**src/bpe_pkg.sv**
```systemverilog
package bpe_pkg;
  localparam int CLK_NS = 10;
  // base period of the command timeout counter
  localparam int TICK_NS = 1000;
  localparam int TICK_CYC = (TICK_NS + CLK_NS - 1) / CLK_NS;
  localparam logic [6:0] TICK_LAST = 7'(TICK_CYC - 1);
  localparam int CAL_NS = 10000;
  localparam int CAL_CYC = (CAL_NS + CLK_NS - 1) / CLK_NS;
  localparam logic [9:0] CAL_LAST = 10'(CAL_CYC - 1);

  localparam logic [15:0] ADR_SEED_HIGH = 16'h09C7;
  localparam logic [15:0] ADR_SEED_MID = 16'h09C8;
  localparam logic [15:0] ADR_SEED_LOW = 16'h09C9;
  localparam logic [15:0] ADR_LINK_B3 = 16'h09CF;
  localparam logic [15:0] ADR_LINK_B2 = 16'h09D0;
  localparam logic [15:0] ADR_LINK_B1 = 16'h09D1;
  localparam logic [15:0] ADR_LINK_B0 = 16'h09D2;
  localparam logic [31:0] LINK_RST = 32'h0000_0000;
  localparam logic [23:0] SEED_RST = 24'h00_0000;
  localparam logic [7:0] MAXLEN_RST = 8'h1F;

  localparam logic [15:0] RX_SINGLE = 16'h0000;
  localparam logic [15:0] RX_CONT = 16'hFFFF;

  // flag bit positions
  localparam int FLG_TX = 0;
  localparam int FLG_RX = 1;
  localparam int FLG_SYNC = 2;
  localparam int FLG_CRC = 3;
  localparam int FLG_TMO = 4;
  // second and third status byte positions, fourth byte codes
  localparam int S2_SYNC = 6;
  localparam int S2_OVER = 5;
  localparam int S2_CRC = 4;
  localparam int S2_ABORT = 3;
  localparam int S2_HDR = 2;
  localparam int S2_DONE = 1;
  localparam int S2_BUSY = 0;
  localparam int S3_SENT = 0;
  localparam logic [2:0] COR_ERR = 3'h0;
  localparam logic [2:0] COR_ONE = 3'h1;

  typedef enum logic [3:0] {
    OP_REG_WR = 4'h0,
    OP_REG_RD = 4'h1,
    OP_TX = 4'h2,
    OP_RX = 4'h3,
    OP_STBY = 4'h4,
    OP_CLR = 4'h5,
    OP_ROUTE = 4'h6,
    OP_PARAMS = 4'h7,
    OP_BASE = 4'h8
  } bpe_op_t;

  typedef enum logic [1:0] {
    PH_CAL = 2'b00,
    PH_STBY = 2'b01,
    PH_TX = 2'b10,
    PH_RX = 2'b11
  } bpe_phase_t;

  typedef struct packed {
    bpe_op_t op;
    logic [15:0] addr;
    logic [15:0] arg;
    logic [7:0] arg2;
  } bpe_cmd_t;

  typedef struct packed {
    logic bit_val;
    logic bit_vld;
    logic hdr;
    logic [7:0] len;
    logic fin;
    logic crc_ok;
    logic [7:0] rssi;
  } bpe_rx_t;

  typedef struct packed {
    logic [7:0] rssi;
    logic [7:0] st2;
    logic [7:0] st3;
    logic [7:0] st4;
    logic [7:0] rx_len;
    logic [7:0] rx_off;
    logic [7:0] rdata;
  } bpe_stat_t;
endpackage : bpe_pkg

```
**src/bpe_engine.sv**
```systemverilog
`timescale 1ns/10ps
`default_nettype none
module bpe_engine
  import bpe_pkg::*;
(
  input wire logic i_clk_sys,
  input wire logic i_srst,
  input wire logic i_cmd_vld,
  input wire bpe_cmd_t i_cmd,
  output logic o_busy,
  input wire bpe_rx_t i_rx,
  input wire logic i_tx_end,
  output logic o_tx_run,
  output logic o_rx_run,
  output logic [31:0] o_link_addr,
  output logic [23:0] o_seed,
  output logic [7:0] o_flags,
  output logic o_general_output_one,
  output bpe_stat_t o_stat
);

  typedef struct packed {
    bpe_phase_t phase;
    logic [31:0] link;
    logic [23:0] seed;
    logic [7:0] irq_en;
    logic [7:0] dio_map;
    logic [7:0] flags;
    logic [31:0] shift;
    logic [15:0] tmr;
    logic tmr_on;
    logic [6:0] div;
    logic [9:0] cal;
    logic [15:0] rx_mode;
    logic [7:0] max_len;
    logic crc_en;
    logic sync_en;
    logic [7:0] rx_base;
    logic in_pkt;
    bpe_stat_t stat;
  } bpe_state_t;

  bpe_state_t s_r;
  bpe_state_t s_nxt;

  logic tick;
  logic expire;
  logic sync_hit;
  logic [31:0] shift_in;

  assign tick = (s_r.div == TICK_LAST);
  assign expire = tick && s_r.tmr_on && (s_r.tmr == 16'h0001);
  assign shift_in = {s_r.shift[30:0], i_rx.bit_val};
  // in-packet bits must not retrigger a detection
  assign sync_hit = (s_r.phase == PH_RX) && !s_r.in_pkt && i_rx.bit_vld
    && (shift_in == s_r.link);

  always_comb
  begin
    logic [7:0] set;
    set = 8'h00;
    s_nxt = s_r;
    s_nxt.div = tick ? 7'h00 : s_r.div + 7'h01;
    if (tick && s_r.tmr_on)
    begin
      s_nxt.tmr = s_r.tmr - 16'h0001;
    end
    if (s_r.phase == PH_RX && i_rx.bit_vld)
    begin
      s_nxt.shift = shift_in;
    end
    unique case (s_r.phase)
      PH_CAL:
      begin
        s_nxt.cal = s_r.cal + 10'h001;
        if (s_r.cal == CAL_LAST)
        begin
          s_nxt.phase = PH_STBY;
        end
      end
      PH_STBY:
      begin
      end
      PH_TX:
      begin
        if (i_tx_end)
        begin
          set[FLG_TX] = 1'b1;
          s_nxt.stat.st3[S3_SENT] = 1'b1;
          s_nxt.stat.st2[S2_BUSY] = 1'b0;
          s_nxt.tmr_on = 1'b0;
          s_nxt.phase = PH_STBY;
        end
        else if (expire)
        begin
          set[FLG_TMO] = 1'b1;
          s_nxt.tmr_on = 1'b0;
          s_nxt.stat.st2[S2_BUSY] = 1'b0;
          s_nxt.phase = PH_STBY;
        end
      end
      PH_RX:
      begin
        // timeout only while no packet seen
        if (expire)
        begin
          set[FLG_TMO] = 1'b1;
          s_nxt.tmr_on = 1'b0;
          s_nxt.phase = PH_STBY;
        end
        if (sync_hit)
        begin
          set[FLG_SYNC] = 1'b1;
          s_nxt.stat.rssi = i_rx.rssi;
          s_nxt.stat.st4 = {5'h00, COR_ONE};
          s_nxt.stat.st2 = 8'h00;
          s_nxt.stat.st2[S2_SYNC] = s_r.sync_en;
          s_nxt.stat.st2[S2_BUSY] = 1'b1;
          s_nxt.tmr_on = 1'b0;
          s_nxt.in_pkt = 1'b1;
        end
        if (s_r.in_pkt && i_rx.hdr)
        begin
          s_nxt.stat.st2[S2_HDR] = 1'b1;
          s_nxt.stat.rx_len = i_rx.len;
          s_nxt.stat.st2[S2_OVER] = (i_rx.len > s_r.max_len);
        end
        if (s_r.in_pkt && i_rx.fin)
        begin
          set[FLG_RX] = 1'b1;
          set[FLG_CRC] = s_r.crc_en && !i_rx.crc_ok;
          // result kept, packet stays in buffer
          s_nxt.stat.st2[S2_CRC] = s_r.crc_en && !i_rx.crc_ok;
          s_nxt.stat.st2[S2_DONE] = 1'b1;
          s_nxt.stat.st2[S2_BUSY] = 1'b0;
          s_nxt.stat.rx_off = s_r.rx_base;
          s_nxt.in_pkt = 1'b0;
          if (s_r.rx_mode != RX_CONT)
          begin
            s_nxt.phase = PH_STBY;
          end
        end
      end
    endcase
    if (i_cmd_vld && s_r.phase != PH_CAL)
    begin
      unique case (i_cmd.op)
        OP_REG_WR:
        begin
          unique case (i_cmd.addr)
            ADR_LINK_B3: s_nxt.link[31:24] = i_cmd.arg[7:0];
            ADR_LINK_B2: s_nxt.link[23:16] = i_cmd.arg[7:0];
            ADR_LINK_B1: s_nxt.link[15:8] = i_cmd.arg[7:0];
            ADR_LINK_B0: s_nxt.link[7:0] = i_cmd.arg[7:0];
            ADR_SEED_HIGH: s_nxt.seed[23:16] = i_cmd.arg[7:0];
            ADR_SEED_MID: s_nxt.seed[15:8] = i_cmd.arg[7:0];
            ADR_SEED_LOW: s_nxt.seed[7:0] = i_cmd.arg[7:0];
            default: s_nxt.seed = s_r.seed;
          endcase
        end
        OP_REG_RD:
        begin
          unique case (i_cmd.addr)
            ADR_LINK_B3: s_nxt.stat.rdata = s_r.link[31:24];
            ADR_LINK_B2: s_nxt.stat.rdata = s_r.link[23:16];
            ADR_LINK_B1: s_nxt.stat.rdata = s_r.link[15:8];
            ADR_LINK_B0: s_nxt.stat.rdata = s_r.link[7:0];
            ADR_SEED_HIGH: s_nxt.stat.rdata = s_r.seed[23:16];
            ADR_SEED_MID: s_nxt.stat.rdata = s_r.seed[15:8];
            ADR_SEED_LOW: s_nxt.stat.rdata = s_r.seed[7:0];
            default: s_nxt.stat.rdata = 8'h00;
          endcase
        end
        OP_TX:
        begin
          s_nxt.phase = PH_TX;
          s_nxt.tmr = i_cmd.arg;
          s_nxt.tmr_on = (i_cmd.arg != 16'h0000);
          s_nxt.div = 7'h00;
          s_nxt.stat.st3 = 8'h00;
          s_nxt.stat.st2 = 8'h01;
          s_nxt.in_pkt = 1'b0;
        end
        OP_RX:
        begin
          s_nxt.phase = PH_RX;
          s_nxt.rx_mode = i_cmd.arg;
          s_nxt.tmr = i_cmd.arg;
          s_nxt.tmr_on = (i_cmd.arg != RX_SINGLE) && (i_cmd.arg != RX_CONT);
          s_nxt.div = 7'h00;
          s_nxt.shift = 32'h0000_0000;
          s_nxt.in_pkt = 1'b0;
          s_nxt.stat.st4 = {5'h00, COR_ERR};
        end
        OP_STBY:
        begin
          // abort of a running packet, both directions
          if (s_r.phase == PH_TX || s_r.in_pkt)
          begin
            s_nxt.stat.st2[S2_ABORT] = 1'b1;
          end
          s_nxt.stat.st2[S2_BUSY] = 1'b0;
          s_nxt.phase = PH_STBY;
          s_nxt.tmr_on = 1'b0;
          s_nxt.in_pkt = 1'b0;
        end
        OP_CLR:
        begin
        end
        OP_ROUTE:
        begin
          s_nxt.irq_en = i_cmd.arg[7:0];
          s_nxt.dio_map = i_cmd.arg2;
        end
        OP_PARAMS:
        begin
          s_nxt.max_len = i_cmd.arg[7:0];
          s_nxt.crc_en = i_cmd.arg[8];
          s_nxt.sync_en = i_cmd.arg[9];
        end
        OP_BASE:
        begin
          s_nxt.rx_base = i_cmd.arg[7:0];
        end
        default:
        begin
        end
      endcase
    end
    // masked clear; a same-cycle event wins
    if (i_cmd_vld && i_cmd.op == OP_CLR && s_r.phase != PH_CAL)
    begin
      s_nxt.flags = (s_r.flags & ~i_cmd.arg[7:0]) | (set & s_r.irq_en);
    end
    else
    begin
      s_nxt.flags = s_r.flags | (set & s_r.irq_en);
    end
  end

  always_ff @(posedge i_clk_sys)
  begin
    if (i_srst)
    begin
      s_r <= '0;
      s_r.phase <= PH_CAL;
      s_r.link <= LINK_RST;
      s_r.seed <= SEED_RST;
      s_r.max_len <= MAXLEN_RST;
    end
    else
    begin
      s_r <= s_nxt;
    end
  end

  assign o_busy = (s_r.phase == PH_CAL);
  assign o_tx_run = (s_r.phase == PH_TX);
  assign o_rx_run = (s_r.phase == PH_RX);
  assign o_link_addr = s_r.link;
  assign o_seed = s_r.seed;
  assign o_flags = s_r.flags;
  assign o_general_output_one = |(s_r.flags & s_r.dio_map);
  assign o_stat = s_r.stat;

  // checker-side busy count, kept apart from the calibration counter
  // so a stuck calibration shows up as a count past the limit
  logic [10:0] busy_cyc_r;
  always_ff @(posedge i_clk_sys)
  begin
    if (i_srst)
    begin
      busy_cyc_r <= 11'h000;
    end
    else if (o_busy)
    begin
      busy_cyc_r <= busy_cyc_r + 11'h001;
    end
  end
endmodule : bpe_engine
`default_nettype wire

```
**config.mk**
```make
export PLATFORM = sky130hd
export DESIGN_NAME = bpe_engine
export DESIGN_NICKNAME = d
export VERILOG_FILES = /design/src/bpe_pkg.sv /design/src/bpe_engine.sv
export SDC_FILE = /design/constraint.sdc
export NUM_CORES = 1
export LEC_CHECK = 0
export ABC_CLOCK_PERIOD_IN_PS = 2400
export BUFFER_PORTS_ARGS = -buffer_cell sky130_fd_sc_hd__buf_2
export CAP_MARGIN = 15
export CORE_MARGIN = 1
export CORE_UTILIZATION = 45
export DETAILED_ROUTE_END_ITERATION = 12
export PLACE_DENSITY_LB_ADDON = 0.12
export SLEW_MARGIN = 20
export SYNTH_ARGS = -nofsm -noshare
export SYNTH_HDL_FRONTEND = slang
export SYNTH_SLANG_ARGS = --single-unit
```
**constraint.sdc**
```tcl
create_clock -name i_clk_sys -period 2.4 [get_ports i_clk_sys]
set_clock_uncertainty 0.2 [all_clocks]
set_input_delay 0.24 -clock i_clk_sys [delete_from_list [all_inputs] [get_ports i_clk_sys]]
set_output_delay 0.24 -clock i_clk_sys [all_outputs]
set_load 0.05 [all_outputs]
```
==> results of run 1 <==
==> worst max-delay path: stages (launching register included) <==
cell and delay (ns):
dfxtp_1 0.36, xnor2_1 0.13, nand4_1 0.15, or4_4 0.57, nor3_4 0.21, buf_12 0.15, buf_4 0.13, clkbuf_16 0.16
nand3b_1 0.10, a21oi_1 0.08
==> cell usage in the layout, fill, tap and decap left out, types with 4 or more instances in the layout <==
master         count
a211o_1            6
a211oi_1          22
a21oi_1           72
a221o_1            4
a221oi_1          10
a22o_1             4
a22oi_1           15
and2_0             4
and2_1             9
and3_1            11
buf_12             7
buf_2            184
buf_4             74
clkbuf_1           4
clkbuf_16         29
clkinv_2           5
conb_1             7
dfxtp_1          219
dfxtp_2            9
dlygate4sd3_1     40
ha_1              12
inv_1             18
mux2i_1          102
nand2_1          145
nand2b_1           8
nand3_1           15
nand4_1           20
nor2_1           158
nor2b_1            5
nor3_1             8
nor3b_1            4
nor4_1            11
o21ai_0            4
or4_4              4
xnor2_1           33
xor2_1            24
==> per-layer routing <==
| metal | track usage [%] | up-vias | share of wire (%) |
|---|---|---|---|
| met4 | 8.450 | 0 | 3.2 |
| met3 | 2.991 | 53 | 3.6 |
| met1 | 30.40 | 4176 | 43 |
| met2 | 44.28 | 214 | 50 |
| met5 | 0 | - | 0 |
| li1 | - | 4365 | - |
==> registers in the layout, indices dropped and copies added (netlist names) <==
signal / cells
o_stat: 49
o_link_addr: 32
s_r: 115
o_seed: 24
o_flags: 8
==> per-stage QoR <==
step	setup TNS, ns	hold slack, ns	setup WS [ns]	util (%)	instances
floorplan	0	0.1760	0.003746	-	1226
global placement	0	0.2276	0.007407	49.25	1617
detailed placement	-0.09407	0.2328	-0.09407	49.25	1617
CTS	0	0.00006878	0.02522	54.62	1703
global route	-0.2657	0.01410	-0.06479	55.61	1710
finish	0	0.01907	0.01848	55.61	1710
==> what timing repair did <==
| action | in CTS | in global routing |
|---|---|---|
| gates resized for setup | 1 | 30 |
| setup endpoints to repair | 1 | 36 |
| hold buffers | 40 | 0 |
| gates cloned | 0 | 2 |
| endpoints found under the hold margin | 63 | 0 |
| setup buffers | 0 | 5 |
| pin swaps | 0 | 5 |
==> cell type report <==
type / instances / share of cell area, %
clock buffer: 34 / 5.607
clock inverter: 12 / 0.9681
inverter: 18 / 0.5176
multi-input combinational: 790 / 38.79
sequential: 228 / 35.05
tap: 319 / 3.058
timing repair buffer: 309 / 16.01
==> power groups by stage <==
stage / sequential [mW] / clock (mW) / combinational, mW
after global routing: 3.80 / 4.19 / 0.404
after CTS: 3.80 / 4.05 / 0.374
final: 3.80 / 3.97 / 0.378
after global placement: 3.88 / 0 / 0.323
after detailed placement: 3.88 / 0 / 0.323
after floorplan: 3.88 / 0 / 0.162
==> worst max-delay path by stage <==
stage | to | slack (ns) | cells after the start | startpoint
2_1_floorplan | s_r[98]$_SDFFE_PP0P_ | 0.004 | 7 | s_r[238]$_SDFF_PP0_
3_3_place_gp | o_stat[2]$_SDFFE_PP0P_ | 0.007 | 7 | i_cmd[41]
3_5_place_dp | o_stat[2]$_SDFFE_PP0P_ | -0.09 | 7 | i_cmd[41]
4_1_cts | o_stat[28]$_SDFF_PP0_ | 0.03 | 7 | s_r[126]$_SDFF_PP0_
5_1_grt | o_stat[45]$_SDFF_PP0_ | -0.06 | 9 | s_r[126]$_SDFF_PP0_
6_report | o_stat[45]$_SDFF_PP0_ | 0.02 | 9 | o_link_addr[13]$_SDFFE_PP0P_
==> cells in the mapped netlist, types with 10 or more instances <==
| cell | instances |
|---|---|
| nor4_1 | 11 |
| a21oi_1 | 72 |
| buf_2 | 14 |
| buf_4 | 121 |
| nor2_1 | 159 |
| a221oi_1 | 12 |
| clkbuf_1 | 50 |
| nand4_1 | 20 |
| and3_1 | 13 |
| xnor2_1 | 36 |
| a211oi_1 | 23 |
| nand3_1 | 16 |
| nand2_1 | 145 |
| mux2i_1 | 102 |
| inv_1 | 18 |
| xor2_1 | 24 |
| dfxtp_1 | 228 |
| ha_1 | 12 |
| a22oi_1 | 15 |
| nor3_1 | 10 |
==> cell families after synthesis <==
logic type | Yosys count
compound gates | 167
fa+ha+maj | 12
other cells | 1
mux | 102
xor+xnor | 60
flops | 228
simple gates | 442
buf+inv | 208
==> qor.csv, run 1 <==
metric,value,unit
initial core utilization,45.76,%
Crit Reg-Reg Endpoint,o_stat[45]$_SDFF_PP0_,
unrepaired setup endpoints after global routing,true,
R2R setup slack,0.02,ns
PD cells,624.5,mW/mm²
sw frac,22.73,%
area share of the largest cell type after synthesis,42.49,%
vias per cell,5.151,
CP Launch Type,flip-flop,
run status,"complete, no violations",
Reg area,0.004576,mm²
CORE AREA,0.02347,mm²
post-route ant nets,0,
DR iter-0 viols,454,
P_sw,1.853,mW
max frequency,419.9,MHz
"wirelength, routed",30.75,mm
DP Wirelength,21.33,mm
Worst slew margin,54.26,%
R2R depth,9,
Peak VDD IR,0.5376,mV
GRT Overall Usage,24.70,%
register area share after synthesis,42.49,%
"Power, Total",8.152,mW
worst hold start,i_cmd[8],
CP Class,flip-flop to flip-flop,
CP endpoint kind,flip-flop,
design area,0.01305,mm²
P_int,6.299,mW
end point of the worst hold path,o_seed[0]$_SDFFE_PP0P_,
distinct cell type count after synthesis,66,
Post-route DRC,0,
vias in the first global route,8452,
synthesized instance count,1220,
IO buf count,185,
# Max-Cap Violations,0,
post-synthesis simple-gate area fraction,19.53,%
die area,0.02449,mm²
Mean Syn Cell Area,8.805,µm²
Final Max Tran Viols,0,
Post-synth EDFFs,0,
first-pass GRT wire length,46.74,mm
WP data required,2.60,ns
row cnt,56,
area share of xor/xnor cells in the synthesized design,4.892,%
Area Growth Syn to Fin,21.53,%
critical path arrival,2.58,ns
Final min period,2.382,ns
Die Y-Extent,156.5,µm
Fill cells,2179,
IO Pins,193,
compound-cell area share of the yosys netlist,10.34,%
Pre-antenna DRT Iters,5,
Inserted Clock Buffers,26,
Routability Congestion,0.8719,
largest net degree at the start of global routing,65,
sequential share of power,46.6,%
grt ovf,0,
"Cell Area, Synth",0.01074,mm²
clk root buf,clkbuf_16,
Max Root-Sink Buffers,3,
Clk pwr share,48.7,%
area of the multi-input gates,0.005064,mm²
Final period util,99.23,%
worst r2r src,o_link_addr[13]$_SDFFE_PP0P_,
final hold vios,0,
largest family of logic cells by synthesized area,simple AND/OR/NAND/NOR gates,
YS warnings,0,
Synth Register Bits,228,
Synth area leader,dfxtp_1,
die width,156.5,µm
wire length per cell,17.98,µm
Worst Hold Class,primary input to flip-flop,
Slew @ Worst Pin,0.6850,ns
crit path max fanout,10,
asr flop ratio synth,0,%
ratio of cells with drive above 1 in the final layout,25.38,%
Setup Viol. Count Final,0,
"Clk Latency, worst-skew pair",0.53,ns
CTS tree,done,
combinational power share,4.6,%
clock-pin slew on the worst setup and hold paths,0.06,ns
Clock Sinks,228,
largest cells by area after synthesis,"dfxtp_1, mux2i_1, buf_4, nor2_1, nand2_1",
Lkg Pwr,5.548,nW
Post-Synth Adder-Cell Area,1.398,%
vias,8808,
initial antenna violation count,0,
Hold Path Depth,4,
mux contribution to synthesized area,9.505,%
diodes inserted,0,
ys flop type,dfxtp_1,
placed cell area,0.01156,mm²
Layout Nets,1454,
CTS H-tree lvls,1,
No activity file was read; power rests on OpenSTA's default activity.
==> inputs of run 2 (changes only) <==
--- a/config.mk
+++ b/config.mk
@@ -11,7 +11,7 @@
 export CORE_MARGIN = 1
 export CORE_UTILIZATION = 45
 export DETAILED_ROUTE_END_ITERATION = 12
-export PLACE_DENSITY_LB_ADDON = 0.12
+export PLACE_DENSITY = 0.69
 export SLEW_MARGIN = 20
 export SYNTH_ARGS = -nofsm -noshare
 export SYNTH_HDL_FRONTEND = slang
==> qor.csv, run 2 (synthesis gave the netlist of run 1 again) <==
metric,value,unit
run status,"complete, no violations",
die area,0.02449,mm²
Crit Reg-Reg Endpoint,s_r[108]$_SDFF_PP0_,
Clock Sinks,228,
Inserted Clock Buffers,25,
WP data required,2.61,ns
CORE AREA,0.02347,mm²
"most common cell after layout, fill and taps aside",dfxtp_1,
Lkg Pwr,5.488,nW
Post-route DRC,0,
grt ovf,0,
wire length per cell,18.29,µm
"Clk Latency, worst-skew pair",0.51,ns
IO Pins,193,
diodes inserted,0,
first-pass GRT wire length,46.56,mm
Routability Congestion,0.8919,
dpl ws,-0.09259,ns
critical path capture point,s_r[108]$_SDFF_PP0_,
fin util,54.93,%
fin worst setup slack,0.04107,ns
R2R setup slack,0.04,ns
placed cell area,0.01148,mm²
vias,9066,
CP endpoint kind,flip-flop,
CTS H-tree lvls,1,
crit path from,s_r[126]$_SDFF_PP0_,
GRT Overall Usage,24.71,%
clk root buf,clkbuf_16,
ratio of cells with drive above 1 in the final layout,24.19,%
Area Growth Syn to Fin,20.02,%
initial core utilization,45.76,%
Layout Nets,1447,
vias in the first global route,8333,
vias per cell,5.333,
Die Y-Extent,156.5,µm
# Max-Cap Violations,0,
Pre-antenna DRT Iters,5,
Final Max Tran Viols,0,
Post-Layout Cell Count,1700,
Reg with most FFs,s_r,
IO buf count,185,
CP Class,flip-flop to flip-flop,
Final min period,2.359,ns
initial antenna violation count,0,
R2R depth,8,
largest net degree at the start of global routing,56,
CTS tree,done,
Final period util,98.29,%
max frequency,423.9,MHz
Worst Hold Class,primary input to flip-flop,
final hold vios,0,
DR iter-0 viols,606,
CP Launch Type,flip-flop,
critical path arrival,2.57,ns
Peak VDD IR,0.5649,mV
aggregate negative setup slack,0,ns
crit path max fanout,6,
post-route ant nets,0,
die width,156.5,µm
DP Wirelength,21.46,mm
design area,0.01289,mm²
unrepaired setup endpoints after global routing,true,
Slew @ Worst Pin,0.6228,ns
hold_ws,0.02099,ns
Max Root-Sink Buffers,3,
number of instances in the placed design,1611,
Setup Viol. Count Final,0,
row cnt,56,
"wirelength, routed",31.10,mm
most frequent cells in the layout,"dfxtp_1, buf_2, nor2_1",
"Power, Total",8.021,mW
max reg flops,115,
PD cells,622.1,mW/mm²
clock-pin slew on the worst setup and hold paths,0.06,ns
Worst slew margin,58.48,%
worst r2r src,s_r[126]$_SDFF_PP0_,
[run 2: cell count changes in the layout (fill, tap and decap cells not counted), sizes merged]
cell	before	now
clkinv	8	3
buf	267	257
clkinvlp	2	0
clkbuf	36	38
dlygate4sd3	40	45
[run 2: timing repair]
item | in CTS | in global routing
endpoints found under the hold margin | 59 | 1
cloned | 0 | 1
hold buffers | 44 | 1
pin swaps | 1 | 2
setup endpoints to repair | 27 | 46
resized for setup | 2 | 32
setup buffers | 0 | 1
[run 2: power breakdown]
group          internal (mW)  switching (mW)  total, mW
sequential              3.79         0.00697       3.80
clock                   2.33            1.52       3.84
combinational          0.136           0.242      0.378
[run 2: area by class of cell]
type                       count  area (µm²)
multi-input combinational    790        5030
inverter                      18       67.56
clock buffer                  37       740.7
clock inverter                 5       75.07
timing repair buffer         303        2004
sequential                   228        4576
fill                        2119       10580
tap                          319       399.1
[run 2: routing by layer]
metal	track usage [%]	part of all wire, %	vias to the layer above
met5	0	0	-
met4	8.637	3.5	0
met3	4.403	6.7	65
met2	39.63	46	325
met1	33.28	44	4332
li1	-	-	4344
[run 2: worst min path at each step]
stage                        start                 endpoint  slack, ns  cells past startpoint
6_report                 i_cmd[13]  o_flags[5]$_SDFFE_PP0P_       0.02                      2
3_5_place_dp   s_r[101]$_SDFF_PP0_      s_r[101]$_SDFF_PP0_       0.23                      1
3_3_place_gp   s_r[101]$_SDFF_PP0_      s_r[101]$_SDFF_PP0_       0.23                      1
2_1_floorplan             i_rx[10]  o_stat[16]$_SDFFE_PP0P_       0.18                      2
5_1_grt                   i_cmd[9]   o_seed[1]$_SDFFE_PP0P_       0.01                      3
4_1_cts                   i_cmd[9]   o_seed[1]$_SDFFE_PP0P_      0.003                      3
[run 2: worst max-delay path, stage by stage (launching register included)]
cell and delay (ns):
dfxtp_2 0.37, xnor2_1 0.13, nand4_1 0.17, or4_4 0.58
nor3_4 0.21, buf_12 0.15, buf_8 0.14, o21ai_1 0.08
a31o_1 0.21
